<file path="src/rtl/aps_pkg.sv">
`default_nettype none
package aps_pkg;
    // Wishbone register map
    localparam logic [3:0] REG_CONFIG = 4'h0;
    localparam logic [3:0] REG_STATUS = 4'h4;
    localparam logic [3:0] REG_RESULT = 4'h8;
    localparam logic [3:0] REG_SAMPLE = 4'hc;

    // Configuration byte fields
    localparam int CFG_PWR_HI   = 7;
    localparam int CFG_PWR_LO   = 6;
    localparam int CFG_ACQ_SRC  = 5;
    localparam int CFG_RANGE    = 4;
    localparam int CFG_POLARITY = 3;
    localparam int CFG_CH_HI    = 2;
    localparam logic [7:0] CFG_RESET = 8'h00;

    localparam logic [1:0] PWR_NORM_EXT = 2'h0;
    localparam logic [1:0] PWR_NORM_INT = 2'h1;

    // Status register fields
    localparam int STS_DONE    = 0;
    localparam int STS_BUSY    = 1;
    localparam int STS_CLK_INT = 2;
    localparam int STS_PWRDN   = 3;
    localparam int STS_BAD_CH  = 4;
    localparam int STS_ST_LO   = 5;

    localparam logic [2:0]  CH_LAST      = 3'h5;
    localparam logic [11:0] BIPOLAR_FLIP = 12'h800;
    localparam logic [11:0] RESULT_RESET = 12'h000;

    // Conversion clock periods per phase
    localparam logic [3:0] ACQ_TICKS  = 4'h6;
    localparam logic [3:0] CONV_TICKS = 4'hc;

    // Timing
    localparam int CLK_PERIOD_NS = 100;
    localparam int SYS_CLK_KHZ   = 10000;
    localparam int OSC_KHZ       = 1560;
    localparam int OSC_DIV       = SYS_CLK_KHZ / OSC_KHZ;
    localparam logic [2:0] OSC_DIV_M1 = 3'(OSC_DIV - 1);
    localparam int T_DONE_CLR_NS = 120;
    localparam int T_RELEASE_NS  = 70;
    localparam int DONE_CLR_CYC  = (T_DONE_CLR_NS / CLK_PERIOD_NS) < 1 ?
                                   1 : T_DONE_CLR_NS / CLK_PERIOD_NS;
    localparam int RELEASE_CYC   = (T_RELEASE_NS / CLK_PERIOD_NS) < 1 ?
                                   1 : T_RELEASE_NS / CLK_PERIOD_NS;

    typedef enum logic [1:0] {
        ST_IDLE    = 2'b00,
        ST_ACQ_INT = 2'b01,
        ST_ACQ_EXT = 2'b10,
        ST_CONV    = 2'b11
    } aps_state_t;

    typedef struct packed {
        logic        cs_n;
        logic        wr_n;
        logic        rd_n;
        logic [11:0] data;
    } aps_pins_t;

    typedef struct packed {
        aps_state_t  st;
        logic [3:0]  cnt;
        logic [7:0]  cfg;
        logic        clk_int;
        logic [11:0] result;
        logic [11:0] sample;
        logic        bad_ch;
        logic        done_n;
        logic [11:0] dout;
        logic        oe;
        logic        wr_n_p;
        logic        rd_n_p;
        logic        ack;
        logic [31:0] rdat;
    } aps_core_t;

    typedef struct packed {
        logic [2:0] div;
        logic       ext_p;
        logic       tick;
    } aps_clk_t;
endpackage : aps_pkg
`default_nettype wire

</file>
<file path="src/rtl/aps_conv_clk.sv">
`default_nettype none
// Conversion clock tick: on-chip divider or sampled external pin
module aps_conv_clk (
    input  wire logic clk_i,
    input  wire logic rst_i,
    input  wire logic int_sel_i,
    input  wire logic ext_clk_i,
    output logic      tick_o
);
    aps_pkg::aps_clk_t s, n;

    always_comb begin
        n = s;
        n.ext_p = ext_clk_i;
        n.tick = 1'b0;
        if (int_sel_i) begin
            if (s.div == aps_pkg::OSC_DIV_M1) begin
                n.div = 3'h0;
                n.tick = 1'b1;
            end else begin
                n.div = s.div + 3'h1;
            end
        end else begin
            n.div = 3'h0;
            n.tick = ext_clk_i & ~s.ext_p;
        end
    end

    always_ff @(posedge clk_i) begin
        if (rst_i) begin
            s <= '0;
        end else begin
            s <= n;
        end
    end

    assign tick_o = s.tick;
endmodule // aps_conv_clk
`default_nettype wire

</file>
<file path="src/rtl/aps_sequencer.sv">
`default_nettype none
// Notes on behaviour
// - Done output goes low when result ready.
// - Read falling edge starts driving result.
// - Internal acquisition: write rise latches, acquires, converts.
// - External acquisition: first write acquires, second converts.
// - Internal clock mode uses on-chip oscillator.
// - Twelve bidirectional data lines, line 11 MSB.
// - Read clears done within 120 ns.
// - Lines released within 70 ns after read; the code releases them on the next clock edge after read rises, up to 100 ns.
// - Select high ignores strobes, lines float.
// - Configuration byte fields; internal acquisition six clocks.
// - Power field: ext, int, standby, full down.
// - Unipolar straight binary, bipolar twos complement.
module aps_sequencer (
    input  wire logic        clk_i,
    input  wire logic        rst_i,
    input  wire logic        wb_cyc_i,
    input  wire logic        wb_stb_i,
    input  wire logic        wb_we_i,
    input  wire logic [3:0]  wb_adr_i,
    input  wire logic [3:0]  wb_sel_i,
    input  wire logic [31:0] wb_dat_i,
    output logic [31:0]      wb_dat_o,
    output logic             wb_ack_o,
    input  wire logic        cs_n_i,
    input  wire logic        wr_n_i,
    input  wire logic        rd_n_i,
    input  wire logic [11:0] parallel_data_lines_i,
    output logic [11:0]      parallel_data_lines_o,
    output logic             parallel_data_lines_oe_o,
    output logic             done_n_o,
    input  wire logic        ext_clk_i,
    output logic [2:0]       channel_sel_o
);
    aps_pkg::aps_core_t s, n;
    aps_pkg::aps_pins_t pin;
    logic               tick;
    logic               wr_rise;
    logic               rd_fall;
    logic               rd_rise;
    logic               finish;
    logic [1:0]         pwr;

    function automatic logic rise(input logic prev, input logic cur);
        return ~prev & cur;
    endfunction

    function automatic logic [11:0] fmt(input logic [11:0] raw,
                                        input logic polarity_sel);
        return polarity_sel ? (raw ^ aps_pkg::BIPOLAR_FLIP) : raw;
    endfunction

    assign pin = '{cs_n: cs_n_i, wr_n: wr_n_i, rd_n: rd_n_i,
                   data: parallel_data_lines_i};
    // Write rise and read fall count only while select is low; read rise counts at any select
    assign wr_rise = ~pin.cs_n & rise(s.wr_n_p, pin.wr_n);
    assign rd_fall = ~pin.cs_n & rise(pin.rd_n, s.rd_n_p);
    assign rd_rise = rise(s.rd_n_p, pin.rd_n);
    assign finish = (s.st == aps_pkg::ST_CONV) && tick &&
                    (s.cnt == aps_pkg::CONV_TICKS - 4'h1);
    assign pwr = s.cfg[aps_pkg::CFG_PWR_HI:aps_pkg::CFG_PWR_LO];

    aps_conv_clk u_clk (
        .clk_i     (clk_i),
        .rst_i     (rst_i),
        .int_sel_i (s.clk_int),
        .ext_clk_i (ext_clk_i),
        .tick_o    (tick)
    );

    always_comb begin
        logic [7:0] cb;
        logic [1:0] pw;
        cb = pin.data[7:0];
        pw = cb[aps_pkg::CFG_PWR_HI:aps_pkg::CFG_PWR_LO];
        n = s;
        n.wr_n_p = pin.wr_n;
        n.rd_n_p = pin.rd_n;
        n.ack = 1'b0;

        case (s.st)
            aps_pkg::ST_IDLE: begin
                if (wr_rise) begin
                    n.cfg = cb;
                    if (pw == aps_pkg::PWR_NORM_EXT ||
                        pw == aps_pkg::PWR_NORM_INT) begin
                        n.clk_int = pw[0];
                        n.cnt = 4'h0;
                        n.st = cb[aps_pkg::CFG_ACQ_SRC] ?
                               aps_pkg::ST_ACQ_EXT :
                               aps_pkg::ST_ACQ_INT;
                    end
                end
            end
            aps_pkg::ST_ACQ_INT: begin
                if (tick) begin
                    if (s.cnt == aps_pkg::ACQ_TICKS - 4'h1) begin
                        n.cnt = 4'h0;
                        n.st = aps_pkg::ST_CONV;
                    end else begin
                        n.cnt = s.cnt + 4'h1;
                    end
                end
            end
            aps_pkg::ST_ACQ_EXT: begin
                if (wr_rise) begin
                    n.cfg = cb;
                    n.cnt = 4'h0;
                    n.st = aps_pkg::ST_CONV;
                end
            end
            aps_pkg::ST_CONV: begin
                if (tick) begin
                    n.cnt = s.cnt + 4'h1;
                end
                if (finish) begin
                    n.cnt = 4'h0;
                    n.st = aps_pkg::ST_IDLE;
                    if (s.cfg[aps_pkg::CFG_CH_HI:0] > aps_pkg::CH_LAST) begin
                        n.result = aps_pkg::RESULT_RESET;
                        n.bad_ch = 1'b1;
                    end else begin
                        n.result = fmt(s.sample,
                                       s.cfg[aps_pkg::CFG_POLARITY]);
                        n.bad_ch = 1'b0;
                    end
                end
            end
            default: begin
                n.st = aps_pkg::ST_IDLE;
            end
        endcase

        // Read side; a finishing conversion wins over the clear
        if (rd_fall) begin
            n.oe = 1'b1;
            n.dout = s.result;
            n.done_n = 1'b1;
        end
        if (finish) begin
            n.done_n = 1'b0;
        end
        if (pin.cs_n || rd_rise) begin
            n.oe = 1'b0;
        end

        // Wishbone slave, one wait state
        if (wb_cyc_i && wb_stb_i && !s.ack) begin
            n.ack = 1'b1;
            n.rdat = 32'h0000_0000;
            if (wb_adr_i == aps_pkg::REG_CONFIG) begin
                n.rdat[7:0] = s.cfg;
            end else if (wb_adr_i == aps_pkg::REG_STATUS) begin
                n.rdat[aps_pkg::STS_DONE] = ~s.done_n;
                n.rdat[aps_pkg::STS_BUSY] = s.st != aps_pkg::ST_IDLE;
                n.rdat[aps_pkg::STS_CLK_INT] = s.clk_int;
                n.rdat[aps_pkg::STS_PWRDN] = pwr[1];
                n.rdat[aps_pkg::STS_BAD_CH] = s.bad_ch;
                n.rdat[aps_pkg::STS_ST_LO +: 2] = s.st;
            end else if (wb_adr_i == aps_pkg::REG_RESULT) begin
                n.rdat[11:0] = s.result;
            end else if (wb_adr_i == aps_pkg::REG_SAMPLE) begin
                n.rdat[11:0] = s.sample;
                if (wb_we_i && wb_sel_i[0]) begin
                    n.sample[7:0] = wb_dat_i[7:0];
                end
                if (wb_we_i && wb_sel_i[1]) begin
                    n.sample[11:8] = wb_dat_i[11:8];
                end
            end
        end
    end

    always_ff @(posedge clk_i) begin
        if (rst_i) begin
            s <= '0;
            s.cfg <= aps_pkg::CFG_RESET;
            s.done_n <= 1'b1;
            s.wr_n_p <= 1'b1;
            s.rd_n_p <= 1'b1;
        end else begin
            s <= n;
        end
    end

    assign wb_dat_o = s.rdat;
    assign wb_ack_o = s.ack;
    assign parallel_data_lines_o = s.dout;
    assign parallel_data_lines_oe_o = s.oe;
    assign done_n_o = s.done_n;
    assign channel_sel_o = s.cfg[aps_pkg::CFG_CH_HI:0];
endmodule // aps_sequencer
`default_nettype wire

</file>
<file path="config.mk">
export PLATFORM = sky130hd
export DESIGN_NAME = aps_sequencer
export DESIGN_NICKNAME = d
export VERILOG_FILES = /design/src/rtl/aps_pkg.sv /design/src/rtl/aps_conv_clk.sv /design/src/rtl/aps_sequencer.sv
export SDC_FILE = /design/constraint.sdc
export NUM_CORES = 1
export LEC_CHECK = 0
export ABC_AREA = 0
export BUFFER_PORTS_ARGS = -buffer_cell sky130_fd_sc_hd__buf_2
export CORE_ASPECT_RATIO = 2
export CORE_UTILIZATION = 51
export CTS_CLUSTER_SIZE = 8
export DETAILED_ROUTE_END_ITERATION = 6
export GPL_ROUTABILITY_DRIVEN = 1
export HOLD_SLACK_MARGIN = 0.08
export PLACE_DENSITY = 0.81
export SYNTH_ARGS = -nofsm -noshare
export SYNTH_HDL_FRONTEND = slang
export SYNTH_HIERARCHICAL = 1
export SYNTH_SLANG_ARGS = --single-unit
export TNS_END_PERCENT = 10
</file>
<file path="constraint.sdc">
create_clock -name clk_i -period 3.61 [get_ports clk_i]
set_input_delay 0.5415 -clock clk_i [delete_from_list [all_inputs] [get_ports clk_i]]
set_output_delay 0.5415 -clock clk_i [all_outputs]
set_load 0.05 [all_outputs]
</file>
==> impl_metrics.yaml, run 1 <==
status:
  status: "complete, no violations"
finish:
  final_area_sq_um: 3950
  n_fill_cell: 592
  final_cells: 501
  syn_to_final_growth_pct: 11.6
  nNetsFinal: 478
  antennaDiodeCount: 0
  drive_gt1_frac: 0.249
power:
  ir_drop_mv: 0.249
  leakagePower_nw: 1.74
  p_int_mw: 1.50
  p_seq_frac: 0.423
  switching_power_mw: 0.475
  clkPwrFrac: 0.482
  swShare: 0.240
  comb_power_share: 0.095
  power.density_nw_per_um2: 500
global_route:
  antenna_found_initial: 0
  grt_max_degree: 70
  track_usage: 0.229
  grt_pass1_vias: 2760
  grt_pass1_wl_um: 12200
  grt-ovfl-total: 0
synthesis:
  netlist_instances: 376
  ys_types: 50
  syn_avg_cell_area_sq_um: 9.42
  seq_area_frac_synth: 0.418
  netlist_area_sq_um: 3540
  ys.flop_type: "dfxtp_1"
  synth-edff-count: 0
  ys_seq_elements: 74
  synth.largest_area_cell: "dfxtp_1"
  synthTopCellsByArea: "dfxtp_1 42%, buf_4 10%, mux2i_1 7.1%"
  async_flop_share: 0
  yosysTopAreaCellShare: 0.418
  ys_warn_count: 6
route:
  drt-pass1-iter-count: 4
  routed_via_density: 5.52
  drtIter0Drc: 79
  post-route-drc-count: 0
  wire_per_inst_um: 15.2
  detail-route-antenna-nets: 0
  vias: 2766
  drt-total-wl_um: 7620
placed_design:
  placed_area_sq_um: 3630
  hpwl_um: 5530
  dp_slack_ns: 1.43
  io_buffers: 64
  gp_congestion: 0.828
  place_inst: 486
clock_tree:
  cts_root_buf: "clkbuf_16"
  cts_setup_buffers: 0
  clk_latency_ns: 0.34
  cts_hold_buf: 0
  htree_num_levels: 3
  numClockSinks: 74
  cts.path.max_buffers: 2
  tritoncts: "done"
  path_clk_slew_ns: 0.06
  cts_buffers: 9
  ctsResizeCount: 0
sta:
  final_max_slew_viol_count: 0
  period_needed_ns: 2.23
  fin_setup_tns_ns: 0
  max_freq_ghz: 0.449
  fin_hold_ws_ns: 0.404
  relSlewSlack: 0.462
  fin_crit_sh: 0.617
  rsz0062_at_grt: "no"
  skew_ns: 0.00634
  finalHoldViolCount: 0
  setup_viol: 0
  worstMarginPinSlew_ns: 0.804
  setup_slack_ns: 1.38
die:
  die_width_um: 60.9
  ioPinCount: 111
  core_sq_um: 6670
  start_util: 0.531
  rows: 42
  die_h_um: 120
  fp.dieArea_sq_um: 7300
critical_path:
  cp_max_fo: 12
  required_ns: 3.87
  critPathArrivalTime_ns: 2.49
  start_kind: "register"
  end_kind: "register"
  crit_type: "reg -> reg"
flow_run:
  maxCapViolCount: 0
min_path:
  hold_path.class: "in -> reg"
-- metrics by stage --
step                       util  power [mW]
final                     0.592        1.98
after global placement    0.544        1.04
after global routing      0.592        2.03
after detailed placement  0.544        1.04
after floorplan               -        1.01
after CTS                 0.592        1.98
-- synth_stat cells (3+ instances only) --
cell type  instances
clkbuf_1           7
o21ai_0           12
dfxtp_1           74
a22oi_1            8
nand2_1           28
inv_1              8
a32oi_1            5
ha_1               8
mux4_2             7
buf_2              6
buf_4             49
or3b_1             3
nand2b_1           3
a21oi_1           25
mux2_2             5
a211oi_1           3
nand3_1           17
mux2i_1           25
nor2_1            43
-- kinds of logic (layout without fill, tap and decap cells) --
kind of cell / after synthesis / count (layout) / synth area share
AOI/OAI and AO/OA: 65 / 65 / 0.118
xor gates and xnor gates: 1 / 1 / 0.00247
adders and majority gates: 8 / 8 / 0.0283
buffers and inverters: 73 / 91 / 0.131
DFF: 74 / 74 / 0.418
muxes: 37 / 37 / 0.131
other: 1 / 20 / 0.00106
and+or+nand+nor: 117 / 117 / 0.170
-- layer usage --
layer / routed length, um / track usage / vias to the layer above
li1: - / - / 1319
met1: 2840 / 0.233 / 1333
met2: 4160 / 0.399 / 94
met3: 331 / 0.0582 / 20
met4: 287 / 0.134 / 0
met5: 0 / 0 / -
-- area by class of cell --
type / count / area [sq um] / share of cell area
inverter: 9 / 33.8 / 0.00855
timing repair buffer: 67 / 343 / 0.0867
multi-input combinational: 248 / 1670 / 0.421
clock buffer: 11 / 243 / 0.0614
tap: 88 / 110 / 0.0279
clock inverter: 4 / 76.3 / 0.0193
sequential: 74 / 1480 / 0.375
-- final timing paths --
path / start / endpoint / slack, ns / cells after the start
worst max register to register: s[87] / s[88] / 1.38 / 6
worst min register to register: s[49] / s[49] / 0.46 / 2
worst min-delay path: rd_n_i / s[33] / 0.40 / 3
worst max-delay path: s[87] / s[88] / 1.38 / 6
-- flip-flops by register name, summed over array words and instances, names as in the netlist --
name / count
u_clk/tick_o: 1
done_n_o: 1
u_clk/s: 4
parallel_data_lines_oe_o: 1
parallel_data_lines_o: 12
s: 37
channel_sel_o: 3
wb_ack_o: 1
wb_dat_o: 12
pwr: 2
-- cell usage in the layout (no fill, tap or decap), types with 2 or more instances in the layout --
cell type  count
or3b_1         3
a211oi_1       3
o21ai_0       12
buf_4          3
nor3b_2        2
dfxtp_1       74
mux2i_1       25
inv_1          8
a22oi_1        8
nand3b_1       2
nand3_1       17
ha_1           8
nor2_1        43
mux2_2         5
and2_1         2
nand2_1       28
conb_1        20
nand4_1        2
nand2b_1       3
buf_2         64
a22o_1         2
o31ai_1        2
o221ai_1       2
a21oi_1       25
nor2b_1        2
clkbuf_16      9
a32oi_1        5
bufinv_16      2
mux4_2         7
-- power by group through the flow --
stage | clock network (mW) | logic, mW | registers (mW)
2_1_floorplan | 0 | 0.157 | 0.853
3_3_place_gp | 0 | 0.184 | 0.852
3_5_place_dp | 0 | 0.187 | 0.852
4_1_cts | 0.962 | 0.188 | 0.834
5_1_grt | 0.991 | 0.205 | 0.836
6_report | 0.952 | 0.188 | 0.835
-- worst max-delay path, cell delays in order, from the launching register on --
cell     delay (ns)
dfxtp_1        0.38
inv_1          0.10
ha_1           0.29
nor2_1         0.66
a21oi_1        0.18
or3_1          0.41
a21oi_1        0.14
(Power assumes the default switching activity.)
==> inputs of run 2 (changes only) <==
Settings changed: ABC_AREA 0 to 1, CORE_UTILIZATION 51 to 47, PLACE_DENSITY 0.81 to 0.78.
Clock period 3.61 ns to 1.8 ns, I/O delays scaled along.
==> run 2 against run 1 <==
  * Clock skew about the same
  * Setup slack got worse by 1.2 ns
  * Via count increased by 16%
  * First-iteration DRC count increased by 53%
  * Maximum frequency increased by 38%
  * Hold slack got worse by 0.26 ns
  * Final area increased by 5.0%
  * Die area increased by 13%
  * Routed wire length increased by 7.6%
  * Sequential share of layout area decreased by 1.8 points
  * Critical path depth increased by 2
  * Critical path type unchanged
  * Largest cell class unchanged
==> impl_metrics.yaml, run 2 <==
sta:
  setup_viol: 0
  period_needed_ns: 1.61
  rsz0062_at_grt: "no"
  fin_hold_ws_ns: 0.142
  final_max_slew_viol_count: 0
  skew_ns: 0.00654
  finalHoldViolCount: 0
  fin_setup_tns_ns: 0
  max_freq_ghz: 0.620
  fin_crit_sh: 0.896
critical_path:
  reg2reg_depth: 8
  cpPeakStageDelay_ns: 0.33
  required_ns: 2.02
  critPathSlowestCell: "dfxtp_1"
  path_buf_inv: 3
  end_kind: "register"
  path_cells: "inv_1, ha_1, inv_1, nand2_1, nand2_1, buf_4, o21ai_0, a21oi_1"
  crit_cells: 8
  cpLargestDelayFamily: "buffers and inverters"
  start_kind: "register"
  cp_max_fo: 10
  critPathArrivalTime_ns: 1.84
  crit_type: "reg -> reg"
placed_design:
  placed_area_sq_um: 3850
  gp_congestion: 0.857
  hpwl_um: 6350
  io_buffers: 64
finish:
  layout_commonest_cell: "nand2_1"
  antennaDiodeCount: 0
  final_area_sq_um: 4150
  mostFrequentLayoutCells: "121 x nand2_1, 74 x dfxtp_1, 64 x buf_2"
  drive_gt1_frac: 0.195
  top_register: "s"
  syn_to_final_growth_pct: 12.4
  nNetsFinal: 624
  largest_register_ff_count: 37
  n_fill_cell: 740
route:
  drt-total-wl_um: 8200
  drtIter0Drc: 121
  post-route-drc-count: 0
  wire_per_inst_um: 12.5
  drt-pass1-iter-count: 4
  routed_via_density: 4.92
  vias: 3216
  detail-route-antenna-nets: 0
clock_tree:
  cts_hold_buf: 0
  tritoncts: "done"
  cts.path.max_buffers: 2
  clk_latency_ns: 0.33
  htree_num_levels: 3
  cts_buffers: 9
  cts_setup_buffers: 0
  path_clk_slew_ns: 0.06
  numClockSinks: 74
  cts_root_buf: "clkbuf_16"
global_route:
  grt_max_degree: 37
  antenna_found_initial: 0
  grt_pass1_wl_um: 13400
  grt_pass1_vias: 3029
  grt-ovfl-total: 0
  track_usage: 0.215
power:
  p_int_mw: 3.12
  p_seq_frac: 0.392
  ir_drop_mv: 0.799
  p_total_mw: 4.63
  power.density_nw_per_um2: 1120
  comb_power_share: 0.227
  clkPwrFrac: 0.381
  swShare: 0.326
  leakagePower_nw: 1.90
  switching_power_mw: 1.51
synthesis:
  synthXorXnorAreaFrac: 0.00237
  yosysTopAreaCellShare: 0.401
  ys_warn_count: 6
  synth-edff-count: 0
  ys_seq_elements: 74
  async_flop_share: 0
  seq_area_frac_synth: 0.401
  synth.largest_area_cell: "dfxtp_1"
  syn_avg_cell_area_sq_um: 7.19
  muxShareOfSynthArea: 0
  yosys.area_share.simple: 0.253
  yosysMostFrequentCell: "nand2_1"
  synth_commonest_cells: "121 x nand2_1, 74 x dfxtp_1, 50 x a21oi_1, 50 x inv_1"
  synth_compound_area_frac: 0.144
  ys.flop_type: "dfxtp_1"
  netlist_area_sq_um: 3690
  yosys.area_share.adder: 0.0271
  ys_types: 31
  netlist_instances: 514
  synth_top_family_by_area: "simple AND/OR/NAND/NOR gates"
  synthTopCellsByArea: "dfxtp_1 40%, nand2_1 12%, buf_4 9.8%"
min_path:
  hold_path.class: "in -> reg"
  hold_depth: 2
die:
  start_util: 0.486
  fp.dieArea_sq_um: 8240
  rows: 45
  core_sq_um: 7600
  die_h_um: 127
  ioPinCount: 111
  die_width_um: 64.7
status:
  status: "complete, no violations"
flow_run:
  maxCapViolCount: 0
run 2: cell types whose count changed after synthesis, sizes merged, moves of 5 or more:
| cell | before | now |
|---|---|---|
| nor2 | 44 | 56 |
| mux4 | 7 | 0 |
| a21oi | 25 | 50 |
| mux2i | 25 | 0 |
| nand3 | 17 | 30 |
| o211ai | 0 | 5 |
| inv | 8 | 52 |
| mux2 | 5 | 0 |
| a32oi | 5 | 0 |
| o21ai | 12 | 42 |
| nand2 | 28 | 124 |
| a22oi | 8 | 1 |
run 2: logic make-up after synthesis:
family,after synthesis
xor+xnor,1
fa+ha+maj,8
other cells,1
simple gates,213
flops,74
compound gates,100
buf+inv,117
run 2: final cells by class:
cell class / instances / area [sq um] / share of cell area
repair buffers: 75 / 403 / 0.0970
clock inverters: 6 / 66.3 / 0.0160
inverters: 53 / 199 / 0.0479
clock buffers: 10 / 229 / 0.0552
multi-input cells: 342 / 1660 / 0.399
flip-flops and latches: 74 / 1480 / 0.357
well taps: 94 / 118 / 0.0283
run 2: power groups by stage:
stage,combinational (mW),sequential [mW],clock [mW]
floorplan,0.864,1.84,0
global placement,1.00,1.85,0
detailed placement,1.03,1.85,0
CTS,1.04,1.82,1.77
global route,1.19,1.84,1.84
finish,1.05,1.82,1.77
run 2: final timing paths:
kind / start / to / slack, ns
worst max-delay path: s[87] / pwr[1] / 0.19
worst min-delay path: wr_n_i / s[34] / 0.14
worst max register to register: s[87] / pwr[1] / 0.19
worst min register to register: u_clk/s[2] / u_clk/s[2] / 0.45
run 2: repair_timing:
item	in CTS	in global routing
gates resized for setup	0	3
endpoints found under the hold margin	0	0
setup endpoints to repair	0	3
run 2: per-stage QoR:
| step | worst slack, ns | utilization | instances |
|---|---|---|---|
| after floorplan | 0.343 | - | 533 |
| after global placement | 0.215 | 0.507 | 638 |
| after detailed placement | 0.140 | 0.507 | 638 |
| after CTS | 0.123 | 0.546 | 654 |
| after global routing | 0.00971 | 0.546 | 654 |
| final | 0.187 | 0.546 | 654 |
run 2: metal layers:
| layer | part of all wire | routed length (um) | vias to the layer above | GRT usage |
|---|---|---|---|---|
| met4 | 0.045 | 369 | 0 | 0.171 |
| met1 | 0.36 | 2960 | 1460 | 0.201 |
| met2 | 0.55 | 4550 | 94 | 0.389 |
| met3 | 0.039 | 317 | 19 | 0.0464 |
| li1 | - | - | 1643 | - |
| met5 | 0 | 0 | - | 0 |
